File: config.mk
export PLATFORM = sky130hd
export DESIGN_NAME = pias_top
export DESIGN_NICKNAME = d
export VERILOG_FILES = /design/src/hw/pias_top.v
export VERILOG_INCLUDE_DIRS = /design/src /design/src/hw
export SDC_FILE = /design/constraint.sdc
export NUM_CORES = 1
export LEC_CHECK = 0
export BUFFER_PORTS_ARGS = -buffer_cell sky130_fd_sc_hd__buf_2
export CAP_MARGIN = 25
export CORE_ASPECT_RATIO = 0.5
export CORE_MARGIN = 2
export CORE_UTILIZATION = 35
export DETAILED_ROUTE_END_ITERATION = 10
export SYNTH_ARGS = -nofsm -noshare
export SYNTH_HDL_FRONTEND = slang
export SYNTH_SLANG_ARGS = --single-unit
File: constraint.sdc
create_clock -name core_clk -period 2.4 [get_ports core_clk]
set_input_delay 0.12 -clock core_clk [delete_from_list [all_inputs] [get_ports core_clk]]
set_output_delay 0.12 -clock core_clk [all_outputs]
set_load 0.005 [all_outputs]
File: src/hw/pias_consts.vh
// constants for the power-up init and address select block
// assumes a single core clock and decoded bus commands from a slave front end
`ifndef PIAS_CONSTS_VH
`define PIAS_CONSTS_VH

// ----------------------------------------------------------------
// sequencer states
// ----------------------------------------------------------------
`define PIAS_ST_WAIT 2'h0
`define PIAS_ST_LOAD 2'h1
`define PIAS_ST_ADDR 2'h2
`define PIAS_ST_RUN 2'h3

// ----------------------------------------------------------------
// command indexes of the working registers and the status and input-voltage reads
// ----------------------------------------------------------------
`define PIAS_IDX_I2C_BASE 8'h00
`define PIAS_IDX_PMBUS_BASE 8'h01
`define PIAS_IDX_ON_OFF 8'h02
`define PIAS_IDX_VIN_ON 8'h03
`define PIAS_IDX_VIN_OFF 8'h04
`define PIAS_IDX_VIN_OV 8'h05
`define PIAS_IDX_VIN_UV 8'h06
`define PIAS_IDX_STATUS 8'h0e
`define PIAS_IDX_READ_VIN 8'h10

// ----------------------------------------------------------------
// reset values, used until the load cycle overwrites them
// ----------------------------------------------------------------
`define PIAS_RST_I2C_BASE 8'h10
`define PIAS_RST_PMBUS_BASE 8'h40
`define PIAS_RST_ON_OFF 8'h00
`define PIAS_RST_VIN_ON 8'h20
`define PIAS_RST_VIN_OFF 8'h1c
`define PIAS_RST_VIN_OV 8'hff
`define PIAS_RST_VIN_UV 8'h00

// ----------------------------------------------------------------
// field positions
// ----------------------------------------------------------------
`define PIAS_ONOFF_SW_SEL 0
`define PIAS_ONOFF_SW_ON 1
`define PIAS_ST_OV_BIT 0
`define PIAS_ST_UV_BIT 1

// ----------------------------------------------------------------
// offset decode of the address-select reading
// ----------------------------------------------------------------
`define PIAS_BAND_STEP 10'h03c
`define PIAS_FLOAT_LEVEL 10'h3c0

`endif

File: src/hw/pias_top.v
// power-up sequencing, configuration load and bus-address selection
// assumes comparator, adc and store inputs synchronous to core_clk
// and a bus front end that presents one decoded command per pulse
//
// Operation
// hold power-on reset until rails, oscillator good
// copy every stored word into working registers
// accept writes after load regardless of enable
// convert only on enable, undervoltage_lockout, load, address
// software enable may override the pin condition
// separate 7-bit i2c and pmbus base addresses
// base address zero silences that interface
// resistor offset of sixteen steps on both bases
// sample offset voltage once during initialization
// sixteen ordered bands map to offsets 0..15
// digital mode answers reads, writes at address
// floating select pin enters analog mode
// analog mode keeps loaded configuration frozen
// bus undervoltage_lockout default 1 V, host-adjustable levels
// digitized input voltage only for readback
// lockout, fault, warning come from comparators
// effective address is base plus latched offset
// ignore bus until load and offset done

`include "pias_consts.vh"

module pias_top #(
  parameter CFG_WORDS = 7,
  parameter ADC_W = 10
) (
  input wire core_clk,
  input wire rst_n,
  // supply and oscillator monitors
  input wire vcc_good,
  input wire core_logic_rail_good,
  input wire osc_stable,
  // nonvolatile configuration store, data valid with ack
  output reg nvm_rd_q,
  output reg [7:0] nvm_addr_q,
  input wire nvm_ack,
  input wire [7:0] nvm_data,
  // address-select adc conversion
  output reg adc_start_q,
  input wire adc_done,
  input wire [ADC_W-1:0] adc_data,
  // input-voltage telemetry adc
  input wire [ADC_W-1:0] vin_adc_data,
  // comparators
  input wire enable_input_pin,
  input wire vin_above_on,
  input wire vin_below_off,
  input wire vin_above_ov,
  input wire vin_below_uv,
  // decoded bus commands
  input wire bus_req,
  input wire bus_sel_pmbus,
  input wire [6:0] bus_addr,
  input wire bus_write,
  input wire [7:0] bus_cmd,
  input wire [7:0] bus_wdata,
  output reg bus_ack_q,
  output reg [15:0] bus_rdata_q,
  // status and control outputs
  output reg por_n_q,
  output reg init_done_q,
  output reg analog_mode_q,
  output reg [3:0] addr_offset_q,
  output reg [6:0] i2c_eff_addr_q,
  output reg [6:0] pmbus_eff_addr_q,
  output reg undervoltage_lockout_ok_q,
  output reg vin_ov_fault_q,
  output reg vin_uv_warn_q,
  output reg conv_en_q,
  output reg [7:0] vin_on_level_q,
  output reg [7:0] vin_off_level_q,
  output reg [7:0] vin_ov_level_q,
  output reg [7:0] vin_uv_level_q
);

  // ----------------------------------------------------------------
  // declarations
  // ----------------------------------------------------------------
  reg [1:0] state_q;
  reg [7:0] cfg_q [0:CFG_WORDS-1];
  reg [1:0] sticky_q;
  reg [1:0] sticky_d;
  wire [14:0] above;
  reg [3:0] band;
  wire floating;
  wire por_ok;
  wire run;
  wire i2c_hit;
  wire pmbus_hit;
  wire hit;
  wire wr_hit;
  wire load_wr;
  wire sw_sel;
  wire sw_on;
  wire pin_cond;
  reg [15:0] rd_d;
  integer j;
  integer m;

  // ----------------------------------------------------------------
  // power-on reset and sequencer
  // ----------------------------------------------------------------
  assign por_ok = vcc_good & core_logic_rail_good & osc_stable;
  assign run = (state_q == `PIAS_ST_RUN);
  assign load_wr = (state_q == `PIAS_ST_LOAD) & nvm_ack;

  always @(posedge core_clk or negedge rst_n) begin
    if (!rst_n) begin
      state_q <= `PIAS_ST_WAIT;
      por_n_q <= 1'b0;
      nvm_rd_q <= 1'b0;
      nvm_addr_q <= 8'h00;
      adc_start_q <= 1'b0;
      init_done_q <= 1'b0;
      analog_mode_q <= 1'b0;
      addr_offset_q <= 4'h0;
      i2c_eff_addr_q <= 7'h00;
      pmbus_eff_addr_q <= 7'h00;
    end else if (!por_ok) begin
      // rail drop restarts the whole initialization
      state_q <= `PIAS_ST_WAIT;
      por_n_q <= 1'b0;
      nvm_rd_q <= 1'b0;
      nvm_addr_q <= 8'h00;
      adc_start_q <= 1'b0;
      init_done_q <= 1'b0;
      analog_mode_q <= 1'b0;
    end else begin
      por_n_q <= 1'b1;
      adc_start_q <= 1'b0;
      case (state_q)
        `PIAS_ST_WAIT: begin
          state_q <= `PIAS_ST_LOAD;
          nvm_rd_q <= 1'b1;
          nvm_addr_q <= 8'h00;
        end
        `PIAS_ST_LOAD: begin
          if (nvm_ack) begin
            if (nvm_addr_q == CFG_WORDS[7:0] - 8'h01) begin
              nvm_rd_q <= 1'b0;
              state_q <= `PIAS_ST_ADDR;
              adc_start_q <= 1'b1;
            end else begin
              nvm_addr_q <= nvm_addr_q + 8'h01;
            end
          end
        end
        `PIAS_ST_ADDR: begin
          // single conversion per initialization; later changes on the pin are seen only after a restart
          if (adc_done) begin
            analog_mode_q <= floating;
            addr_offset_q <= band;
            i2c_eff_addr_q <= cfg_q[0][6:0] + {3'h0, band};
            pmbus_eff_addr_q <= cfg_q[1][6:0] + {3'h0, band};
            init_done_q <= 1'b1;
            state_q <= `PIAS_ST_RUN;
          end
        end
        `PIAS_ST_RUN: begin
          state_q <= `PIAS_ST_RUN;
        end
        default: begin
          state_q <= `PIAS_ST_WAIT;
        end
      endcase
    end
  end

  // ----------------------------------------------------------------
  // offset band decode
  // ----------------------------------------------------------------
  genvar k;
  generate
    for (k = 0; k < 15; k = k + 1) begin : g_band
      localparam [ADC_W-1:0] THR = `PIAS_BAND_STEP * (k + 1);
      assign above[k] = (adc_data >= THR);
    end
  endgenerate

  // thresholds are ordered, so the count of exceeded ones is the band
  always @* begin
    band = 4'h0;
    for (j = 0; j < 15; j = j + 1) begin
      band = band + {3'h0, above[j]};
    end
  end

  // open pin pulls to the top of the range
  assign floating = (adc_data >= `PIAS_FLOAT_LEVEL);

  // ----------------------------------------------------------------
  // bus decode
  // ----------------------------------------------------------------
  // digital mode only, after load and offset read
  assign i2c_hit = !bus_sel_pmbus & (cfg_q[0][6:0] != 7'h00) & (bus_addr == i2c_eff_addr_q);
  assign pmbus_hit = bus_sel_pmbus & (cfg_q[1][6:0] != 7'h00) & (bus_addr == pmbus_eff_addr_q);
  assign hit = bus_req & run & !analog_mode_q & (i2c_hit | pmbus_hit);
  // enable state plays no part in write acceptance
  assign wr_hit = hit & bus_write;

  // ----------------------------------------------------------------
  // working configuration registers
  // ----------------------------------------------------------------
  function [7:0] rst_val;
    input integer idx;
    begin
      case (idx)
        0: rst_val = `PIAS_RST_I2C_BASE;
        1: rst_val = `PIAS_RST_PMBUS_BASE;
        2: rst_val = `PIAS_RST_ON_OFF;
        3: rst_val = `PIAS_RST_VIN_ON;
        4: rst_val = `PIAS_RST_VIN_OFF;
        5: rst_val = `PIAS_RST_VIN_OV;
        6: rst_val = `PIAS_RST_VIN_UV;
        default: rst_val = 8'h00;
      endcase
    end
  endfunction

  genvar w;
  generate
    for (w = 0; w < CFG_WORDS; w = w + 1) begin : g_cfg
      always @(posedge core_clk or negedge rst_n) begin
        if (!rst_n) begin
          cfg_q[w] <= rst_val(w);
        end else if (load_wr && nvm_addr_q == w[7:0]) begin
          cfg_q[w] <= nvm_data;
        end else if (wr_hit && bus_cmd == w[7:0]) begin
          cfg_q[w] <= bus_wdata;
        end
      end
    end
  endgenerate

  // ----------------------------------------------------------------
  // comparator thresholds
  // ----------------------------------------------------------------
  always @(posedge core_clk or negedge rst_n) begin
    if (!rst_n) begin
      vin_on_level_q <= `PIAS_RST_VIN_ON;
      vin_off_level_q <= `PIAS_RST_VIN_OFF;
      vin_ov_level_q <= `PIAS_RST_VIN_OV;
      vin_uv_level_q <= `PIAS_RST_VIN_UV;
    end else begin
      vin_on_level_q <= cfg_q[3];
      vin_off_level_q <= cfg_q[4];
      vin_ov_level_q <= cfg_q[5];
      vin_uv_level_q <= cfg_q[6];
    end
  end

  // ----------------------------------------------------------------
  // lockout, fault and warning from comparators
  // ----------------------------------------------------------------
  // telemetry reading is deliberately absent from all of these
  always @(posedge core_clk or negedge rst_n) begin
    if (!rst_n) begin
      undervoltage_lockout_ok_q <= 1'b0;
      vin_ov_fault_q <= 1'b0;
      vin_uv_warn_q <= 1'b0;
    end else begin
      if (vin_above_on) begin
        undervoltage_lockout_ok_q <= 1'b1;
      end else if (vin_below_off) begin
        undervoltage_lockout_ok_q <= 1'b0;
      end
      vin_ov_fault_q <= vin_above_ov;
      vin_uv_warn_q <= vin_below_uv;
    end
  end

  // sticky copies for software; a new event beats a clear
  always @* begin
    sticky_d = sticky_q;
    if (wr_hit && bus_cmd == `PIAS_IDX_STATUS) begin
      sticky_d = sticky_q & ~bus_wdata[1:0];
    end
    if (vin_ov_fault_q) begin
      sticky_d[`PIAS_ST_OV_BIT] = 1'b1;
    end
    if (vin_uv_warn_q) begin
      sticky_d[`PIAS_ST_UV_BIT] = 1'b1;
    end
  end

  always @(posedge core_clk or negedge rst_n) begin
    if (!rst_n) begin
      sticky_q <= 2'h0;
    end else if (!run) begin
      sticky_q <= 2'h0;
    end else begin
      sticky_q <= sticky_d;
    end
  end

  // ----------------------------------------------------------------
  // power conversion enable
  // ----------------------------------------------------------------
  // software selection only reachable from the bus in digital mode
  assign sw_sel = cfg_q[2][`PIAS_ONOFF_SW_SEL] & !analog_mode_q;
  assign sw_on = cfg_q[2][`PIAS_ONOFF_SW_ON];
  assign pin_cond = sw_sel ? sw_on : enable_input_pin;

  always @(posedge core_clk or negedge rst_n) begin
    if (!rst_n) begin
      conv_en_q <= 1'b0;
    end else begin
      conv_en_q <= run & init_done_q & undervoltage_lockout_ok_q & pin_cond;
    end
  end

  // ----------------------------------------------------------------
  // read data and acknowledge
  // ----------------------------------------------------------------
  always @* begin
    rd_d = 16'h0000;
    if (bus_cmd == `PIAS_IDX_READ_VIN) begin
      rd_d = {{(16 - ADC_W){1'b0}}, vin_adc_data};
    end else if (bus_cmd == `PIAS_IDX_STATUS) begin
      rd_d = {6'h00, addr_offset_q, conv_en_q, undervoltage_lockout_ok_q, 2'h0, sticky_q};
    end else begin
      for (m = 0; m < CFG_WORDS; m = m + 1) begin
        if (bus_cmd == m[7:0]) begin
          rd_d = {8'h00, cfg_q[m]};
        end
      end
    end
  end

  always @(posedge core_clk or negedge rst_n) begin
    if (!rst_n) begin
      bus_ack_q <= 1'b0;
      bus_rdata_q <= 16'h0000;
    end else begin
      bus_ack_q <= hit;
      if (hit && !bus_write) begin
        bus_rdata_q <= rd_d;
      end
    end
  end

endmodule // pias_top

==> results.py, run 1 <==
metrics = {
    "run": {
        "max_cap_viol_count": 0,
    },
    "route": {
        "drt-vias-per-instance": 5.15,
        "routed_wirelength_mm": 23.7,
        "vias": 6649,
        "post-route-drc-count": 0,
        "routed_wire_length_per_instance_um": 18.4,
        "first_iter_violations": 342,
        "final_antenna_net_count": 0,
        "dr.pass1.iters": 6,
    },
    "sta": {
        "tns_ns": -28.53,
        "period_utilization_post_route": 1.84,
        "timing.final.crit_period_ns": 4.43,
        "headroom_to_the_max_slew_limit": 0.632,
        "setup_ws_post_layout_ns": -2.03,
        "rsz0062_at_grt": "yes",
        "fmax_mhz": 226,
        "hold_violations": 0,
        "skew_ns": 0.00967,
        "finalSetupViolations": 18,
        "worst_slew_pin_slew_ns": 0.549,
        "final_max_slew_viol_count": 0,
    },
    "clock_network": {
        "tritoncts_num_sinks": 138,
        "clkSlewWorstSetupHoldPaths_ns": 0.06,
        "cts_htree_levels": 4,
        "cts-buffers-inserted": 17,
        "clockRootBuffer": "clkbuf_16",
        "clk_path_buf_depth": 2,
        "clk-insertion-delay-late_ns": 0.43,
        "cts_tree": "yes",
    },
    "critical_path": {
        "crit_path_top_delay_cell": "fa_1",
        "timing.rr.start": "cfg_q[42]",
        "crit_path_start": "adc_data[5]",
        "ordered_list_of_cells_on_the_worst_path": "buf_6 -> and2_4 -> a2111oi_4 -> fa_1 -> inv_2 -> fa_2 -> fa_1 -> inv_1 -> fa_2 -> fa_2 -> fa_2 -> xnor2_4 -> buf_4 -> ha_4 -> nor2b_4 -> o21ai_2 -> nand2b_1 -> and3_4 -> xnor2_2 -> o21ai_1",
        "regToRegSetupSlack_ns": 0.10,
        "worst-endpoint-required_ns": 2.70,
        "setup.worst_path.class": "input port to flip-flop",
        "peak_fanout_along_the_critical_path": 4,
        "slowest_delay_ns": 0.48,
        "crit_path_end_kind": "flip-flop",
        "critPathMostFrequentCell": "fa_2",
        "worst_setup_path_start_kind": "input port",
        "critPathArrivalTime_ns": 4.73,
    },
    "power": {
        "power-per-cell-area_nw_per_um2": 720,
        "comb_power_share": 0.303,
        "power_leakage_uw": 0.00518,
        "irDropWorstVdd_mv": 0.488,
        "internal-power_uw": 5150,
        "power.net_switching_uw": 2150,
        "swShare": 0.294,
        "share_seq_of_total_power": 0.329,
        "clockPowerShare": 0.368,
    },
    "floorplanning": {
        "placeableCoreArea_um2": 21600,
        "starting_density_of_the_core": 0.355,
        "design.portCount": 150,
        "dieArea_um2": 23200,
        "chipWidth_um": 213,
        "row_count": 38,
        "floorplan.die.height_um": 109,
    },
    "global_route": {
        "grt_pass1_vias": 6605,
        "grt.total_usage": 0.212,
        "grt_antenna_before_repair": 0,
        "grt_max_degree": 65,
        "overflow": 0,
        "grt_pass1_wl_mm": 36.6,
    },
    "logic_synthesis": {
        "syn_avg_cell_area_um2": 9.94,
        "netlist_area_um2": 7670,
        "synth-async-reset-ratio": 1.00,
        "post_synth_inst_count": 772,
        "synth-seq-area-share": 0.454,
        "dominantRegCellSynth": "dfrtp_1",
        "number_of_enable_type_register_cells_in_the_synthesized_netlist": 0,
        "synth.yosys.warnings": 0,
        "yosysUniqueCellTypes": 76,
        "synth_seq_cells": 138,
    },
    "place": {
        "detailed_place.area_um2": 9320,
        "detailedPlacementHpwl_mm": 17.8,
        "place.port_buffers": 141,
        "routability_cong": 0.918,
        "pre_cts_ws_ns": -2.62,
    },
    "finish": {
        "drive_gt1_frac": 0.340,
        "postLayoutCoreUtil": 0.470,
        "antenna_cells_inserted": 0,
        "layout.area.seq_um2": 3490,
        "flow.area_growth_from_synthesis_pct": 32.3,
        "n_fill_cell": 2075,
        "final_design_area_no_fill_um2": 10100,
        "final_nets": 1071,
        "multiInputGateArea_um2": 4110,
    },
    "hold_path": {
        "min-delay-start": "vin_adc_data[3]",
        "hp-class": "input port to flip-flop",
    },
    "status": {
        "status": "finished with violations",
        "violations": "setup timing",
    },
}
registers in the layout, summed over array words and instances, names as in the netlist, 2 cells and up:
name / cells
pmbus_eff_addr_q: 7
cfg_q: 56
bus_rdata_q: 10
i2c_eff_addr_q: 7
vin_off_level_q: 8
vin_ov_level_q: 8
state_q: 2
vin_on_level_q: 8
sticky_q: 2
addr_offset_q: 4
nvm_addr_q: 8
vin_uv_level_q: 8
repair_timing:
| item | in CTS | in global routing |
|---|---|---|
| hold buffers | 5 | 0 |
| setup endpoints to repair | 18 | 21 |
| setup buffers | 5 | 2 |
| endpoints found under the hold margin | 50 | 0 |
| resized for setup | 18 | 12 |
| pin swaps | 8 | 11 |
placed cells by master, fill, tap and decap left out, types with 15 or more instances in the layout:
cell type,netlist,routed
o21ai_0,29,19
nand2_1,60,58
clkbuf_16,0,20
nor3_1,22,22
a31oi_1,15,15
inv_1,27,22
buf_4,7,67
a21oi_1,72,69
buf_2,3,137
dfstp_2,26,26
mux2i_1,55,55
nor2_1,93,93
dfrtp_1,112,112
cells by family after synthesis:
kind of cell,count (synthesis),share of synthesized area
simple gates,264,0.170
other cells,1,0.000489
flops,138,0.454
xor+xnor,24,0.0274
mux,71,0.0997
compound gates,179,0.155
fa+ha+maj,27,0.0558
buf+inv,68,0.0372
per-layer routing:
layer  up-vias  track usage  share of wire
li1       3150            -              -
met1      3259        0.267           0.42
met2       199        0.372           0.51
met3        41       0.0346          0.049
met4         0       0.0744          0.023
met5         -            0              0
synth_stat cells, types with 4 or more instances:
library cell  instances  share of area
nor2_1               93          0.046
mux2_2                4         0.0059
nor3_1               22          0.014
a21oi_1              72          0.047
o21ai_0              29          0.019
nor4_1                7         0.0057
nor2b_1               8         0.0065
or3_1                 4         0.0033
buf_4                 7         0.0069
nand2b_1             10         0.0082
nand2_1              60          0.029
inv_1                27          0.013
xor2_1               14          0.016
mux2i_1              55          0.072
xnor2_1              10          0.011
clkbuf_1             30          0.015
fa_1                 12          0.031
mux2_1                9          0.013
and3_1                7         0.0057
ha_1                 15          0.024
dfrtp_1             112           0.37
a22oi_1               4         0.0039
a211oi_1              4         0.0039
and2_1                6         0.0049
o22ai_1               6         0.0049
a21o_1                8         0.0078
dfstp_2              26          0.089
nand3_1              13         0.0085
nand4_1               4         0.0033
or2_2                 5         0.0041
a31oi_1              15          0.012
o211ai_4              4          0.011
or2_0                 4         0.0033
stage by stage:
step / instances / power [uW] / hold slack (ns)
global route: 1291 / 7680 / 0.0320
CTS: 1289 / 7170 / 0.00770
global placement: 1248 / 4180 / 0.0802
floorplan: 777 / 3450 / -0.176
detailed placement: 1248 / 4230 / 0.0811
finish: 1291 / 7300 / 0.0228
critical path: cells and delay by family:
kind                     cells  cell delay, ns
AO/OA/AOI/OAI                3            0.53
buffers and inverters        4            0.39
adder cells (fa/ha/maj)      7            2.74
XOR/XNOR                     2            0.40
AND/OR/NAND/NOR              4            0.53
path summary, 6_finish.rpt:
path | to | cells past startpoint
min | bus_rdata_q[3] | 3
max in group asynchronous | cfg_q[20] | 3
min in group asynchronous | nvm_addr_q[4] | 2
min reg2reg | vin_on_level_q[5] | 0
max | i2c_eff_addr_q[6] | 20
max reg2reg | cfg_q[54] | 7
area by class of cell:
class,count,share of cell area
clock buffer,22,0.0501
tap,300,0.0370
inverter,27,0.0102
multi-input combinational,571,0.405
sequential,138,0.344
clock inverter,10,0.00999
timing repair buffer,223,0.144
power groups by stage:
stage               clock [uW]  combinational [uW]  sequential, uW
floorplan                    0                1010            2440
global placement             0                1740            2440
detailed placement           0                1780            2440
CTS                       2730                2040            2400
global route              2830                2440            2410
finish                    2690                2210            2400
Note: power is estimated with default switching activity, not from simulation.
==> run 2: changes to the inputs <==
CTS_BUF_LIST = sky130_fd_sc_hd__clkbuf_8   (was unset)
GPL_ROUTABILITY_DRIVEN = 0   (was unset)
SLEW_MARGIN = 20   (was unset)
==> results.py, run 2 (synthesized netlist as in run 1, its figures left out) <==
metrics = {
    "status": {
        "status": "finished with violations",
        "violations": "setup timing",
    },
    "clock_network": {
        "cts_htree_levels": 4,
        "tritoncts_num_sinks": 138,
        "clkSlewWorstSetupHoldPaths_ns": 0.10,
        "cts_tree": "yes",
        "clk-insertion-delay-late_ns": 0.47,
        "cts-buffers-inserted": 17,
        "clockRootBuffer": "clkbuf_8",
        "clk_path_buf_depth": 2,
    },
    "critical_path": {
        "setup.worst_path.class": "input port to flip-flop",
        "worst_setup_path_start_kind": "input port",
        "critPathArrivalTime_ns": 4.74,
        "regToRegSetupSlack_ns": 0.12,
        "crit_path_top_delay_cell": "fa_1",
        "crit_path_end_kind": "flip-flop",
        "worst-endpoint-required_ns": 2.74,
        "critPathTopFamily": "adder cells",
        "critPathMostFrequentCell": "fa_2",
        "ordered_list_of_cells_on_the_worst_path": "buf_6 -> and2_4 -> a2111oi_4 -> fa_1 -> inv_2 -> fa_2 -> fa_1 -> inv_1 -> fa_2 -> fa_2 -> fa_2 -> xnor2_4 -> buf_6 -> ha_4 -> a21oi_2 -> nand2_1 -> and2_4 -> o21ai_2 -> xor2_1 -> o21ai_0",
        "peak_fanout_along_the_critical_path": 4,
        "cp_num_buf_inv": 4,
        "slowest_delay_ns": 0.48,
    },
    "floorplanning": {
        "floorplan.die.height_um": 109,
        "chipWidth_um": 213,
        "placeableCoreArea_um2": 21600,
        "row_count": 38,
        "design.portCount": 150,
        "starting_density_of_the_core": 0.355,
        "dieArea_um2": 23200,
    },
    "route": {
        "post-route-drc-count": 0,
        "vias": 6762,
        "dr.pass1.iters": 5,
        "wl_met2_mm": 12.1,
        "drt-vias-per-instance": 5.16,
        "final_antenna_net_count": 0,
        "met3_wirelength_mm": 1.08,
        "routed_wirelength_mm": 24.2,
        "first_iter_violations": 401,
        "m1WireLength_mm": 10.3,
        "highest-signal-layer": "met4",
        "routed_wire_length_per_instance_um": 18.4,
    },
    "global_route": {
        "overflow": 0,
        "grt_pass1_wl_mm": 36.5,
        "grt_antenna_before_repair": 0,
        "grt_max_degree": 63,
        "grt_pass1_vias": 6544,
        "grt.total_usage": 0.212,
    },
    "power": {
        "swShare": 0.335,
        "share_seq_of_total_power": 0.364,
        "total_power_uw": 6570,
        "power-per-cell-area_nw_per_um2": 650,
        "power.net_switching_uw": 2200,
        "comb_power_share": 0.353,
        "irDropWorstVdd_mv": 0.363,
        "power_leakage_uw": 0.00516,
        "clockPowerShare": 0.283,
        "internal-power_uw": 4370,
    },
    "place": {
        "detailedPlacementHpwl_mm": 17.8,
        "place.port_buffers": 141,
    },
    "finish": {
        "layout_common_cells": "buf_2 (137), dfrtp_1 (112), nor2_1 (93), buf_4 (70), a21oi_1 (68)",
        "largest_registers": "cfg_q (56), bus_rdata_q (10)",
        "final_nets": 1091,
        "antenna_cells_inserted": 0,
        "largest_reg_flops": 56,
        "top_register": "cfg_q",
        "drive_gt1_frac": 0.340,
        "flow.area_growth_from_synthesis_pct": 31.6,
        "most_frequent_standard_cell_in_the_layout_excluding_fill_and_tap_cells": "buf_2",
    },
    "sta": {
        "final_max_slew_viol_count": 0,
        "headroom_to_the_max_slew_limit": 0.579,
        "worst_hold_slack_ns": 0.0378,
        "skew_ns": 0.0154,
        "finalSetupViolations": 18,
        "setup_ws_post_layout_ns": -2.00,
        "fmax_mhz": 227,
        "worst_slew_pin_slew_ns": 0.632,
        "period_utilization_post_route": 1.83,
        "timing.final.crit_period_ns": 4.40,
        "rsz0062_at_grt": "yes",
        "hold_violations": 0,
    },
    "run": {
        "max_cap_viol_count": 0,
    },
    "hold_path": {
        "hp-class": "input port to flip-flop",
    },
}
run 2: cell types whose count changed in the layout (fill, tap and decap cells not counted), sizes merged:
cell / before / now
clkinv: 5 / 2
inv: 30 / 40
buf: 218 / 223
dlygate4sd3: 5 / 19
o21ai: 33 / 34
clkinvlp: 1 / 0
bufinv: 1 / 0
clkbuf: 22 / 17
run 2: per-stage QoR:
step           utilization  instance area [um^2]  setup slack [ns]  std cells  setup TNS [ns]
2_1_floorplan            -                  7870             -2.30        777          -32.67
3_3_place_gp         0.432                  9320             -2.48       1249          -36.68
3_5_place_dp         0.432                  9320             -2.64       1249          -38.78
4_1_cts              0.461                  9960             -1.98       1302          -27.73
5_1_grt              0.468                 10100             -2.08       1311          -29.50
6_report             0.468                 10100             -2.00       1311          -28.01
run 2: path summary, 6_finish.rpt:
path | startpoint | end | cells past startpoint
worst max register to register | cfg_q[42] | cfg_q[8] | 7
worst max-delay path | adc_data[5] | i2c_eff_addr_q[5] | 20
min in group asynchronous | rst_n | nvm_addr_q[7] | 2
worst min register to register | cfg_q[9] | vin_ov_level_q[1] | 0
worst min-delay path | bus_wdata[7] | cfg_q[15] | 3
max in group asynchronous | rst_n | vin_ov_level_q[2] | 3
run 2: repair_timing:
item | 4_1_cts | 5_1_grt
pin swaps | 12 | 13
setup endpoints to repair | 18 | 34
cloned | 0 | 1
hold buffers | 19 | 0
endpoints found under the hold margin | 78 | 0
buffers inserted | 3 | 8
gates resized for setup | 13 | 17
run 2: area by class of cell:
class	instances	area (um^2)
Fill cell	2074	11500
Sequential cell	138	3490
Multi-Input combinational cell	572	4110
Timing Repair Buffer	242	1650
Tap cell	300	375
Clock buffer	17	234
Inverter	27	101
Clock inverter	15	139
run 2: per-layer routing:
| layer | track usage | up-vias |
|---|---|---|
| met5 | 0 | - |
| met4 | 0.0863 | 0 |
| met3 | 0.0377 | 48 |
| met2 | 0.359 | 186 |
| met1 | 0.270 | 3336 |
| li1 | - | 3192 |
run 2: worst reg2reg max path, delay by kind of cell (launching register included):
family	cells	cell delay, ns
compound gates	3	0.79
simple gates	2	0.62
flops	1	0.38
mux	1	0.26
buf+inv	1	0.15
run 2: power by group through the flow:
stage               clock network, uW  logic, uW  registers [uW]
global route                     1990       2530            2390
finish                           1860       2320            2390
CTS                              1900       2010            2390
detailed placement                  0       1770            2430
floorplan                           0       1010            2440
global placement                    0       1720            2430
